<file path="src/core/aue_pkg.sv">
// Purpose: Shared constants and types for the uncorrectable error log.
// Assumes: 32-bit APB data, one aligned word per register.
// Notes:   Bit positions follow the status and mask layout.
package aue_pkg;

    // ---------------------------------------------------------------
    // Register map
    // ---------------------------------------------------------------
    localparam logic [11:0] AUE_OFS_STATUS   = 12'h104;
    localparam logic [11:0] AUE_OFS_MASK     = 12'h108;
    localparam logic [11:0] AUE_OFS_CTRL     = 12'h200;
    localparam logic [11:0] AUE_OFS_IRQ_STAT = 12'h204;
    localparam logic [11:0] AUE_OFS_IRQ_MASK = 12'h208;

    // ---------------------------------------------------------------
    // Field positions
    // ---------------------------------------------------------------
    localparam int AUE_BIT_UNUSED     = 0;
    localparam int AUE_BIT_LINK_PROTO = 4;
    localparam int AUE_BIT_SURPRISE   = 5;
    localparam int AUE_BIT_POISONED   = 12;
    localparam int AUE_BIT_CREDIT     = 13;
    localparam int AUE_BIT_CPL_TO     = 14;
    localparam int AUE_BIT_CPL_ABORT  = 15;
    localparam int AUE_BIT_STRAY_CPL  = 16;
    localparam int AUE_BIT_RX_OVF     = 17;
    localparam int AUE_BIT_ILLEGAL    = 18;
    localparam int AUE_BIT_ECRC       = 19;
    localparam int AUE_BIT_UNSUPP     = 20;
    localparam int AUE_BIT_CTRL_SDCAP = 0;

    // ---------------------------------------------------------------
    // Reset values and implemented bits
    // ---------------------------------------------------------------
    localparam logic [31:0] AUE_RST_STATUS = 32'h0000_0000;
    localparam logic [31:0] AUE_RST_MASK   = 32'h0000_0000;
    localparam logic [31:0] AUE_RST_CTRL   = 32'h0000_0000;
    localparam logic [31:0] AUE_IMPL_BITS  = 32'h001f_3031;

    // ---------------------------------------------------------------
    // Types
    // ---------------------------------------------------------------
    typedef struct packed {
        logic link_protocol_violation;
        logic surprise_link_loss;
        logic poisoned_packet;
        logic credit_protocol_violation;
        logic stray_completion;
        logic receive_buffer_overflow;
        logic illegal_packet_format;
        logic ecrc_failure;
        logic unsupported_request;
    } aue_detect_t;

    typedef struct packed {
        logic        valid;
        logic [31:0] errors;
    } aue_report_t;

    typedef enum logic [2:0] {
        AUE_SEL_NONE,
        AUE_SEL_STATUS,
        AUE_SEL_MASK,
        AUE_SEL_CTRL,
        AUE_SEL_IRQ_STAT,
        AUE_SEL_IRQ_MASK
    } aue_sel_t;

endpackage

</file>
<file path="src/core/aue_error_log.sv">
// Purpose: Sticky uncorrectable error status and mask registers of one port.
// Assumes: Detection pulses come from logic on pclk; one pulse per event.
// Notes:   presetn is the power-on reset, hot_reset_n spares the sticky bits except bit 5.
`timescale 1ns/1ps

module aue_error_log
    import aue_pkg::*;
(
    // Clock and resets
    input  wire logic        pclk,
    input  wire logic        presetn,
    input  wire logic        hot_reset_n,
    // APB slave
    input  wire logic        psel,
    input  wire logic        penable,
    input  wire logic        pwrite,
    input  wire logic [11:0] paddr,
    input  wire logic [31:0] pwdata,
    input  wire logic [3:0]  pstrb,
    output logic      [31:0] prdata,
    output logic             pready,
    output logic             pslverr,
    // Error detectors
    input  wire aue_detect_t detect,
    // Reporting
    output aue_report_t      report,
    output logic             irq
);

    // ---------------------------------------------------------------
    // Decoding
    // ---------------------------------------------------------------
    function automatic aue_sel_t decode(input logic [11:0] addr);
        unique case (addr)
            AUE_OFS_STATUS:   decode = AUE_SEL_STATUS;
            AUE_OFS_MASK:     decode = AUE_SEL_MASK;
            AUE_OFS_CTRL:     decode = AUE_SEL_CTRL;
            AUE_OFS_IRQ_STAT: decode = AUE_SEL_IRQ_STAT;
            AUE_OFS_IRQ_MASK: decode = AUE_SEL_IRQ_MASK;
            default:          decode = AUE_SEL_NONE;
        endcase
    endfunction

    function automatic logic [31:0] strobe_mask(input logic [3:0] strb);
        strobe_mask = {{8{strb[3]}}, {8{strb[2]}}, {8{strb[1]}}, {8{strb[0]}}};
    endfunction

    logic [31:0] status_reg;
    logic [31:0] status_next;
    logic [31:0] mask_reg;
    logic [31:0] mask_next;
    logic [31:0] ctrl_reg;
    logic [31:0] ctrl_next;
    logic [31:0] irq_stat_reg;
    logic [31:0] irq_stat_next;
    logic [31:0] irq_mask_reg;
    logic [31:0] prdata_reg;
    aue_report_t report_reg;

    aue_sel_t    sel;
    wire logic   setup_phase  = psel && !penable;
    wire logic   access_phase = psel && penable;
    wire logic   wr_fire      = access_phase && pwrite && sel != AUE_SEL_NONE;
    wire logic   rd_fire      = access_phase && !pwrite;
    wire logic [31:0] wmask   = strobe_mask(pstrb);
    wire logic [31:0] wbits   = pwdata & wmask;
    wire logic   sd_capable   = ctrl_reg[AUE_BIT_CTRL_SDCAP];

    assign sel     = decode(paddr);
    assign pready  = 1'b1;
    assign pslverr = access_phase && sel == AUE_SEL_NONE;
    assign prdata  = prdata_reg;
    assign report  = report_reg;

    // ---------------------------------------------------------------
    // Event vector
    // ---------------------------------------------------------------
    logic [31:0] det_vec;
    always_comb begin
        det_vec = 32'h0000_0000;
        det_vec[AUE_BIT_LINK_PROTO] = detect.link_protocol_violation;
        det_vec[AUE_BIT_SURPRISE]   = detect.surprise_link_loss && sd_capable;
        det_vec[AUE_BIT_POISONED]   = detect.poisoned_packet;
        det_vec[AUE_BIT_CREDIT]     = detect.credit_protocol_violation;
        det_vec[AUE_BIT_STRAY_CPL]  = detect.stray_completion;
        det_vec[AUE_BIT_RX_OVF]     = detect.receive_buffer_overflow;
        det_vec[AUE_BIT_ILLEGAL]    = detect.illegal_packet_format;
        det_vec[AUE_BIT_ECRC]       = detect.ecrc_failure;
        det_vec[AUE_BIT_UNSUPP]     = detect.unsupported_request;
    end

    // Bit 0 and the hardwired bits never come from a detector.
    wire logic [31:0] event_bits = det_vec & AUE_IMPL_BITS & ~(32'h1 << AUE_BIT_UNUSED);
    wire logic [31:0] logged     = event_bits & ~mask_reg;

    // ---------------------------------------------------------------
    // Sticky status and mask
    // ---------------------------------------------------------------
    // A new event wins over a clear written in the same cycle, so nothing is lost.
    // Bit 5 follows the next value of the capability flag, so the bit and the flag
    // change at one edge and bit 5 never shows a stale cycle after the flag drops.
    assign ctrl_next = !hot_reset_n ? AUE_RST_CTRL
                     : (wr_fire && sel == AUE_SEL_CTRL)
                       ? ((ctrl_reg & ~wmask) | (wbits & (32'h1 << AUE_BIT_CTRL_SDCAP)))
                       : ctrl_reg;
    wire logic sd_next = ctrl_next[AUE_BIT_CTRL_SDCAP];
    wire logic [31:0] st_clear = (wr_fire && sel == AUE_SEL_STATUS) ? wbits : 32'h0;
    assign status_next = ((status_reg & ~st_clear) | logged) & AUE_IMPL_BITS
                         & ~({31'h0, !sd_next} << AUE_BIT_SURPRISE);

    assign mask_next = (wr_fire && sel == AUE_SEL_MASK)
                       ? (((mask_reg & ~wmask) | wbits) & AUE_IMPL_BITS)
                       : mask_reg;

    // Sticky bits see only presetn; hot reset clears only bit 5, through the capability flag.
    always_ff @(posedge pclk or negedge presetn) begin
        if (!presetn) begin
            status_reg <= AUE_RST_STATUS;
            mask_reg   <= AUE_RST_MASK;
        end else begin
            status_reg <= status_next;
            mask_reg   <= mask_next;
        end
    end

    // ---------------------------------------------------------------
    // Control, interrupt and reporting (cleared by hot reset too)
    // ---------------------------------------------------------------
    wire logic irq_rd_clr = rd_fire && sel == AUE_SEL_IRQ_STAT;
    assign irq_stat_next = (irq_rd_clr ? 32'h0 : irq_stat_reg) | logged;

    always_ff @(posedge pclk or negedge presetn) begin
        if (!presetn) begin
            ctrl_reg     <= AUE_RST_CTRL;
            irq_stat_reg <= 32'h0000_0000;
            irq_mask_reg <= 32'h0000_0000;
            report_reg   <= '0;
        end else if (!hot_reset_n) begin
            ctrl_reg     <= AUE_RST_CTRL;
            irq_stat_reg <= 32'h0000_0000;
            irq_mask_reg <= 32'h0000_0000;
            report_reg   <= '0;
        end else begin
            ctrl_reg <= ctrl_next;
            if (wr_fire && sel == AUE_SEL_IRQ_MASK) begin
                irq_mask_reg <= ((irq_mask_reg & ~wmask) | wbits) & AUE_IMPL_BITS;
            end
            irq_stat_reg <= irq_stat_next;
            report_reg   <= '{valid: |logged, errors: logged};
        end
    end

    assign irq = |(irq_stat_reg & ~irq_mask_reg);

    // ---------------------------------------------------------------
    // Read data, captured in the setup phase
    // ---------------------------------------------------------------
    // Captured one cycle early so prdata comes from a flop; a clear that lands
    // in that same cycle is not yet visible in the returned word.
    logic [31:0] rd_mux;
    always_comb begin
        unique case (sel)
            AUE_SEL_STATUS:   rd_mux = status_reg;
            AUE_SEL_MASK:     rd_mux = mask_reg;
            AUE_SEL_CTRL:     rd_mux = ctrl_reg;
            AUE_SEL_IRQ_STAT: rd_mux = irq_stat_reg;
            AUE_SEL_IRQ_MASK: rd_mux = irq_mask_reg;
            default:          rd_mux = 32'h0000_0000;
        endcase
    end

    always_ff @(posedge pclk or negedge presetn) begin
        if (!presetn) begin
            prdata_reg <= 32'h0000_0000;
        end else if (setup_phase && !pwrite) begin
            prdata_reg <= rd_mux;
        end
    end
endmodule

</file>
<file path="config.mk">
export PLATFORM = sky130hd
export DESIGN_NAME = aue_error_log
export DESIGN_NICKNAME = d
export VERILOG_FILES = /design/src/core/aue_pkg.sv /design/src/core/aue_error_log.sv
export SDC_FILE = /design/constraint.sdc
export NUM_CORES = 1
export LEC_CHECK = 0
export CELL_PAD_IN_SITES_DETAIL_PLACEMENT = 0
export CELL_PAD_IN_SITES_GLOBAL_PLACEMENT = 2
export CORE_UTILIZATION = 43
export DETAILED_ROUTE_END_ITERATION = 16
export DONT_BUFFER_PORTS = 1
export PLACE_DENSITY_LB_ADDON = 0.1
export SLEW_MARGIN = 5
export SYNTH_ARGS = -nofsm -noshare
export SYNTH_HDL_FRONTEND = slang
export SYNTH_SLANG_ARGS = --single-unit
</file>
<file path="constraint.sdc">
create_clock -name pclk -period 2.3 [get_ports pclk]
set_input_delay 0.46 -clock pclk [delete_from_list [all_inputs] [get_ports pclk]]
set_output_delay 0.46 -clock pclk [all_outputs]
set_load 0.005 [all_outputs]
</file>
# [After elaboration in Yosys (flattened, before gate mapping)]
# Cells that the tools add are included.
[op_classes] n_eq_ne=12 muxes=11 bitwise=18 reduce_logical=20
[op_table] op="32-bit 2-to-1 mux" n=7
[op_table] op="32-bit one-hot mux with 5 select lines" n=1
[op_table] op="21-bit bitwise AND" n=4
[op_table] op="21-bit by 32-bit bitwise AND with 32-bit output" n=2
[op_table] op="32-bit bitwise AND" n=2
[op_table] op="32-bit inverter" n=2
[op_table] op="32-bit OR reduction" n=2
[op_table] op="21-bit OR" n=3
[op_table] op="12-bit by 10-bit equality test with 1-bit output (second input constant)" n=3
[op_table] op="33-bit 2-to-1 mux" n=1
[op_table] op="21-bit inverter with 32-bit output" n=1
[op_table] op="6-bit inverter with 32-bit output" n=1
[op_table] op="32-bit by 1-bit OR with 32-bit output" n=1
[op_table] op="32-bit OR" n=1
[op_table] op="12-bit by 9-bit equality test with 1-bit output (second input constant)" n=2
[op_table] op="21-bit 2-to-1 mux" n=1
[op_table] op="21-bit inverter" n=1
[op_table] op="3-bit one-hot mux with 5 select lines" n=1
[op_table] op="1-bit logical AND" n=13
[op_table] op="3-bit by 2-bit equality test with 1-bit output (second input constant)" n=2
[op_table] op="3-bit equality test (second input constant)" n=2
[op_table] op="2-bit by 1-bit != test with 1-bit output (second input constant)" n=2
[op_table] op="3-bit by 1-bit equality test with 1-bit output (second input constant)" n=1
[op_table] op="1-bit zero test" n=3
[op_table] op="other kinds (2)" n=2
[word_totals] regBits=203 in_bits=63 word_cells=70 output_inout_bits=68

# [Logic depth before layout (Yosys ltp)]
# Gate-level depths: netlist of run 1.
[depth] word_depth=10 depth_mapped=7 depth_no_buf=4

# [Least setup slack after synthesis of run 1]
# Ideal clock, no wire load.
[synth_timing] path_kind="in2reg" start="input port paddr[1]" end="register ctrl_reg[1]" path_stages=4 t_arrival_ns=2.050 slack_ns=0.130 cell_sequence="or4_4 or3_4 or4_4 and3_1"
[synth_between] elab_chain_cells=6 elab_cells_between_ends=11
[synth_rtl] element="from (decl)" line="aue_error_log.sv:17" source="input wire logic [11:0] paddr,"
[synth_rtl] element="12-bit by 10-bit equality test with 1-bit output or 12-bit by 9-bit equality test with 1-bit output (tied branches)" line="aue_error_log.sv:34" source="unique case (addr)"
[synth_rtl] element="3-bit one-hot mux with 5 select lines *" line="aue_error_log.sv:34"
[synth_rtl] element="3-bit nonzero test" line="aue_error_log.sv:63" source="wire logic wr_fire = access_phase && pwrite && sel != AUE_SEL_NONE;"
[synth_rtl] element="1-bit logical AND" line="aue_error_log.sv:63"
[synth_rtl] element="1-bit logical AND *" line="aue_error_log.sv:103" source=": (wr_fire && sel == AUE_SEL_CTRL)"
[synth_rtl] element="2-bit by 1-bit != test with 1-bit output (no line) *"
[synth_rtl] element="to (signal assigned)" line="aue_error_log.sv:144" source="ctrl_reg <= ctrl_next;"
[synth_rtl] element="to (decl)" line="aue_error_log.sv:52" source="logic [31:0] ctrl_reg;"
# Mark *: on every way between the ends. The rest lies on a longest branch, timed or not.
# A chain may end at the register's enable or synchronous reset.

# [Final worst setup path of run 1]
[layout_timing] start="register irq_mask_reg[5]" end="output port irq"
[layout_between] elab_chain_cells=3
[layout_rtl] element="from (decl)" line="aue_error_log.sv:56" source="logic [31:0] irq_mask_reg;"
[layout_rtl] element="from (signal assigned)" line="aue_error_log.sv:146" source="irq_mask_reg <= ((irq_mask_reg & ~wmask) | wbits) & AUE_IMPL_BITS;"
[layout_rtl] element="32-bit inverter" line="aue_error_log.sv:153" source="assign irq = |(irq_stat_reg & ~irq_mask_reg);"
[layout_rtl] element="32-bit bitwise AND" line="aue_error_log.sv:153"
[layout_rtl] element="32-bit OR reduction" line="aue_error_log.sv:153"
[layout_rtl] element="to (decl)" line="aue_error_log.sv:27" source="output logic irq"
# No other way between the ends.

==> metrics.md, run 1 <==
| Metric | Value |
|---|---|
| Leakage dissipation | `0.002588 uW` |
| Power per standard cell area | `800.8 nW/um2` |
| Synthesized area per cell | `11.08 um2` |
| Die Width | `109.9 um` |
| Initial antenna violation count | `1` |
| Total Wirelength | `12220 um` |
| Slew Viols, Final | `0` |
| Root Driver | `clkbuf_16` |
| Post-Synth Simple-Gate Area | `20.39%` |
| WP data required | `roughly 1.8 ns` |
| Async S/R FF share, synth | `100.0%` |
| Multi-input combinational cell area | `1958 um2` |
| Post-CTS Resized | `0` |
| Die Y | `roughly 110 um` |
| Top cell type's share of synthesized area | `56.47%` |
| Fin nets | `519` |
| Core area | `between 10000 and 15000 um2` |
| Worst vdd ir | `611.5 uV` |
| CTS tree | `built` |
| DRT met1 WL | `5980 um` |
| Area share of xor/xnor cells in the synthesized design | `0%` |
| CTS H-Tree Depth | `4` |
| Final setup fails | `0` |
| Seq/Total Area, Yosys | `56.47%` |
| Post-DR wirelength/cell | `20.04 um` |
| Clk Latency, worst-skew pair | `0.41 ns` |
| Clock buffer depth | `2` |
| Layout cells sized above 1 | `12.66%` |
| Reg area | `between 2000 and 3000 um2` |
| Max Cap Viol | `0` |
| Setup CP Type | `register to output pin` |
| Worst Max-Slew Pin Slew | `between 0.8 and 0.9 ns` |
| Main synth FF type | `dfrtp_1` |
| Compound-Gate Fraction of Synth Area | `12.34%` |
| CTS Buf Count | `17` |
| Port bufs | `0` |
| Hold slack final | `-0.2526 ns` |
| Global route overflow | `0` |
| Initial DRC count | `between 150 and 200` |
| Total power | `4493 uW` |
| Post-route ant nets | `0` |
| RSZ-0062 raised after global routing | `no` |
| Synth Register Bits | `113` |
| Drt drc | `0` |
| Post-synth cell types | `45` |
| Final Skew | `between 0.007 and 0.008 ns` |
| Min Clock Period, post-route | `roughly 1.9 ns` |
| Crit-path max FO | `3` |
| Failing checks | `hold timing` |
| Clk pin slew, worst setup/hold paths | `0.05 ns` |
| Dpl hpwl | `approximately 8500 um` |
| First-pass GRT wire length | `~19000 um` |
| Ys Warns | `0` |
| Most common cell in the netlist | `dfrtp_1` |
| Setup tns final | `0 ns` |
| Worst min path class | `primary input to asynchronous set/reset pin` |
| Via density | `5.520` |
| Met3 WL | `723 um` |
| Fill cell count | `1041` |
| # IOs | `131` |
| Slew headroom | `40.26%` |
| Status | `finished with violations` |
| Area Overhead vs Synth | `12.04%` |
| Startpoint types | `register` |
| Number of synthesized flops with an enable pin | `0` |
| CP Data Arrival Time | `1.45 ns` |
| Top cells by area, synth | `dfrtp_1, and2_1, a22o_1, buf_4, nand3b_1` |
| Post-Syn Instances | `452` |
| Largest family of logic cells by synthesized area | `simple AND/OR/NAND/NOR gates` |
| Routability cong. | `0.7835` |
| Fin. Hold Viols | `113` |
| GRT Total Usage | `22.13%` |
| Syn Std Cell Area | `5007 um2` |
| Mux cell area share after synthesis | `4.448%` |
| Starting Density | `44.04%` |
| Vias in the first global route | `3317` |
| Period utilisation layout | `83.04%` |
| Post CTS Setup Buffer Count | `0` |
| CP endpoint kind | `output pin` |
| DR top layer | `met4` |
| Area leader, netlist | `dfrtp_1` |
| Vias after detailed routing | `between 3000 and 4000` |
| Area of the die | `roughly 12000 um2` |
| Top cells by count, synth | `dfrtp_1, nand2_1, and2_1` |
| DRT Pass-1 Iters | `4` |
| WL met2 | `5311 um` |
| # rows | `39` |
| F_max | `523.6 MHz` |
| Synth Area in Adders | `0%` |
| Pin count of the biggest net entering global routing | `114` |
| Clk sinks | `113` |
final cells by class:
type | count | area share, %
Clock inverter | 7 | 1.115
Multi-Input combinational cell | 303 | 34.90
Clock buffer | 22 | 8.274
Antenna cell | 1 | 0.04460
Tap cell | 143 | 3.189
Timing Repair Buffer | 10 | 1.338
Inverter | 11 | 0.7360
Sequential cell | 113 | 50.40
stage by stage:
step / hold slack (ns) / util (%) / cell area (um2) / setup WS [ns] / instances
after floorplan: 0.1644 / - / 5090 / 0.1300 / 474
after detailed placement: 0.1667 / 44.69 / 5081 / 0.003511 / 580
after global placement: 0.1669 / 44.69 / 5081 / 0.03322 / 580
final: -0.2526 / 49.35 / 5610 / 0.3902 / 610
after global routing: -0.2772 / 49.32 / 5608 / 0.2781 / 609
after CTS: -0.2705 / 49.32 / 5608 / 0.3637 / 609
worst max-delay path, stage by stage (launching register included):
cell and delay [ns]:
dfrtp_1 0.40, inv_1 0.08, a222oi_1 0.38, nand3_1 0.19
placed cells by master (no fill, tap or decap), drive strengths merged, types with 16 or more instances in the layout:
cell type / n
dfrtp: 113
nand3b: 21
and2: 31
nor2: 16
a21o: 16
and3: 25
nand2: 35
a22o: 22
conb: 24
clkbuf: 22
power by group:
| group | switching (uW) | total [uW] | internal, uW | leakage [uW] |
|---|---|---|---|---|
| logic | 72.3 | 117 | 44.5 | 0.000814 |
| registers | 14.5 | 2030 | 2010 | 0.00151 |
| clock network | 841 | 2350 | 1510 | 0.000261 |
layer usage:
layer / GRT usage [%] / vias up
li1: - / 1567
met1: 31.95 / 1672
met2: 30.94 / 112
met3: 6.165 / 16
met4: 9.143 / 0
met5: 0 / -
logic make-up (layout without fill, tap and decap cells):
kind of cell / after synthesis / after routing
compound gates: 83 / 83
flops: 113 / 113
buf+inv: 58 / 50
simple gates: 175 / 175
mux: 21 / 21
other cells: 2 / 25
path summary, 6_finish.rpt:
check	slack, ns	to	cells after the start	start
max in group asynchronous	2.42	irq_stat_reg[16]	0	presetn
hold reg to reg	0.48	ctrl_reg[18]	1	ctrl_reg[18]
hold / removal	-0.25	prdata[9]	0	presetn
setup reg to reg	0.55	prdata[5]	4	irq_stat_reg[5]
setup / recovery	0.39	irq	3	irq_mask_reg[5]
min in group pclk	0.15	status_reg[4]	1	pwdata[4]
Note: power is estimated with default switching activity, not from simulation.
==> run 2: changes to the inputs <==
- CORE_UTILIZATION: 43 -> 40
- clock period: 2.3 -> 2 ns (I/O delays scaled with it)
==> metrics.md, run 2 (same netlist as run 1, synthesis figures left out) <==
| Metric | Value |
|---|---|
| Routability cong. | `0.7787 (-0.61%)` |
| Dpl hpwl | `8690 um (+1.7%)` |
| Setup CP Type | `primary input to register` |
| CP endpoint kind | `register` |
| Global route overflow | `0 (unchanged)` |
| GRT Total Usage | `20.60% (-1.5 points)` |
| Leakage dissipation | `0.002665 uW (+3.0%)` |
| # rows | `40 (+2.6%)` |
| Initial antenna violation count | `2 (+1)` |
| Switch share | `20.31% (-0.35 points)` |
| Final WS setup | `0.1942 ns (-0.1959 ns)` |
| Clk pin slew, worst setup/hold paths | `0.05 ns (about the same)` |
| Int Pwr | `4375 uW (+23%)` |
| Most frequent cells in the layout | `dfrtp_1, nand2_1, and2_1` |
| Critical path's slowest cell | `or4b_2` |
| R2R depth | `4 (unchanged)` |
| DRT Pass-1 Iters | `4 (unchanged)` |
| Fin nets | `530 (+2.1%)` |
| Final Skew | `0.007448 ns (+0.0001839 ns)` |
| Clock buffer depth | `2 (unchanged)` |
| Port bufs | `0 (unchanged)` |
| CTS tree | `built` |
| Post-route ant nets | `0 (unchanged)` |
| Die Width | `113.9 um (+3.6%)` |
| F_max | `between 500 and 600 MHz` |
| Core area | `12110 um2 (+6.5%)` |
| Slew Viols, Final | `0 (unchanged)` |
| Crit-path max FO | `25 (+22)` |
| Setup tns final | `0 ns (unchanged)` |
| Fill cell count | `1142 (+9.7%)` |
| Pin count of the biggest net entering global routing | `114 (unchanged)` |
| Clk sinks | `113 (unchanged)` |
| CP Data Arrival Time | `2.15 ns (+0.70 ns)` |
| Initial DRC count | `242 (+23%)` |
| CTS Buf Count | `17 (unchanged)` |
| Via density | `5.213 (-5.6%)` |
| Area of the die | `12970 um2 (+7.4%)` |
| Failing checks | `hold timing` |
| Post-Layout Cell Count | `647 (+6.1%)` |
| Global Route met3 Usage | `6.854% (+0.69 points)` |
| Worst Max-Slew Pin Slew | `0.6988 ns (-0.1747 ns)` |
| Hold slack final | `-0.3099 ns (-0.05734 ns)` |
| Largest stage delay on the critical path | `0.72 ns (+0.32 ns)` |
| Clk Latency, worst-skew pair | `0.41 ns (about the same)` |
| Worst r2r src | `ctrl_reg[5]` |
| Drt drc | `0 (unchanged)` |
| Period utilisation layout | `90.29%` |
| Critical path cell sequence | `or4b_2, nor4_1, buf_4, mux2i_1, o221a_2` |
| Startpoint types | `primary input` |
| Clock network power share | `55.1% (+2.8 points)` |
| Reg2reg end | `prdata[5]` |
| Total power | `5489 uW (+22%)` |
| Slew headroom | `52.21% (+12 points)` |
| RSZ-0062 raised after global routing | `no` |
| Final setup fails | `0 (unchanged)` |
| Total Wirelength | `12210 um (-0.13%)` |
| Layout cells sized above 1 | `15.24% (+2.6 points)` |
| Layout Utilization | `47.95% (-1.4 points)` |
| Worst R2R Setup Slack | `0.41 ns (-0.14 ns)` |
| Starting Density | `41.34% (-2.7 points)` |
| Fin. Hold Viols | `113 (unchanged)` |
| Worst vdd ir | `481.4 uV (-21%)` |
| Placed Cells incl. Taps | `616 (+6.2%)` |
| Combinational power share | `2.5% (about the same)` |
| Die Y | `113.9 um (+3.6%)` |
| Min Clock Period, post-route | `1.806 ns` |
| Max Cap Viol | `0 (unchanged)` |
| Met2 Use GR | `28.37% (-2.6 points)` |
| Root Driver | `clkbuf_16` |
| WP data required | `2.35 ns (+0.51 ns)` |
| CTS H-Tree Depth | `4 (unchanged)` |
| Status | `finished with violations` |
| Pre-CTS WS | `-0.2117 ns (-0.2152 ns)` |
| Vias in the first global route | `3290 (-0.81%)` |
| Power per standard cell area | `945.1 nW/um2 (+18%)` |
| Worst min path class | `primary input to asynchronous set/reset pin` |
| Sequential share of power | `42.5% (-2.6 points)` |
| First-pass GRT wire length | `19560 um (+2.7%)` |
| Gr busiest metal | `met1` |
| # IOs | `131 (unchanged)` |
| Post-DR wirelength/cell | `18.87 um (-5.8%)` |
| GR Util met1 | `29.83% (-2.1 points)` |
| Vias after detailed routing | `3373 (+0.18%)` |
| # diodes | `0 (-1)` |
| Commonest non-fill, non-tap cell in the layout | `dfrtp_1` |
| Area Overhead vs Synth | `15.99%` |
| Sw Pwr | `1115 uW (+20%)` |
-- run 2: cell types whose count changed in the layout (fill, tap and decap cells not counted), sizes merged --
cell and change:
buf +11, bufinv +2, clkbuf -1, clkinv -2, clkinvlp +3, diode -1
-- run 2: metal layers --
layer  vias to the layer above  routed length (um)
met3                        18                 737
met1                      1660                6078
met2                       101                5197
met5                         -                  26
li1                       1590                   -
met4                         4                 167
-- run 2: per-stage QoR --
| stage | hold slack, ns | instance area [um2] |
|---|---|---|
| floorplan | 0.1044 | 5096 |
| global placement | 0.1068 | 5213 |
| detailed placement | 0.1070 | 5213 |
| CTS | -0.3315 | 5808 |
| global route | -0.3384 | 5808 |
| finish | -0.3099 | 5808 |
-- run 2: final cells by class --
type | count | area, um2 | share of cell area, %
Timing Repair Buffer | 21 | 170.2 | 2.930
Clock inverter | 10 | 135.1 | 2.327
Sequential cell | 113 | 2828 | 48.69
Clock buffer | 21 | 460.4 | 7.928
Tap cell | 168 | 210.2 | 3.619
Inverter | 11 | 41.29 | 0.7109
Multi-Input combinational cell | 303 | 1963 | 33.80
-- run 2: worst max path at each step --
stage	slack (ns)	start	to
2_1_floorplan	-0.09	paddr[1]	ctrl_reg[1]
3_3_place_gp	-0.23	paddr[8]	status_reg[5]
3_5_place_dp	-0.21	paddr[8]	status_reg[5]
4_1_cts	0.21	paddr[8]	status_reg[5]
5_1_grt	0.13	paddr[8]	status_reg[5]
6_report	0.19	paddr[8]	status_reg[5]
-- run 2: power groups by stage --
stage | Clock (uW) | Combinational (uW) | Sequential (uW)
CTS | 3090 | 137 | 2330
global route | 3200 | 154 | 2330
floorplan | 0 | 152 | 2360
global placement | 0 | 135 | 2370
finish | 3020 | 136 | 2330
detailed placement | 0 | 137 | 2370
-- run 2: critical path, delay by kind of cell --
family | cells | cell delay (ns)
AND/OR/NAND/NOR | 2 | 1.14
AO/OA/AOI/OAI | 1 | 0.20
multiplexers | 1 | 0.22
buffers and inverters | 1 | 0.19
-- run 2: timing repair --
| item | 4_1_cts | 5_1_grt |
|---|---|---|
| resized for setup | 0 | 0 |
| endpoints found under the hold margin | 113 | 113 |
| setup buffers | 0 | 0 |
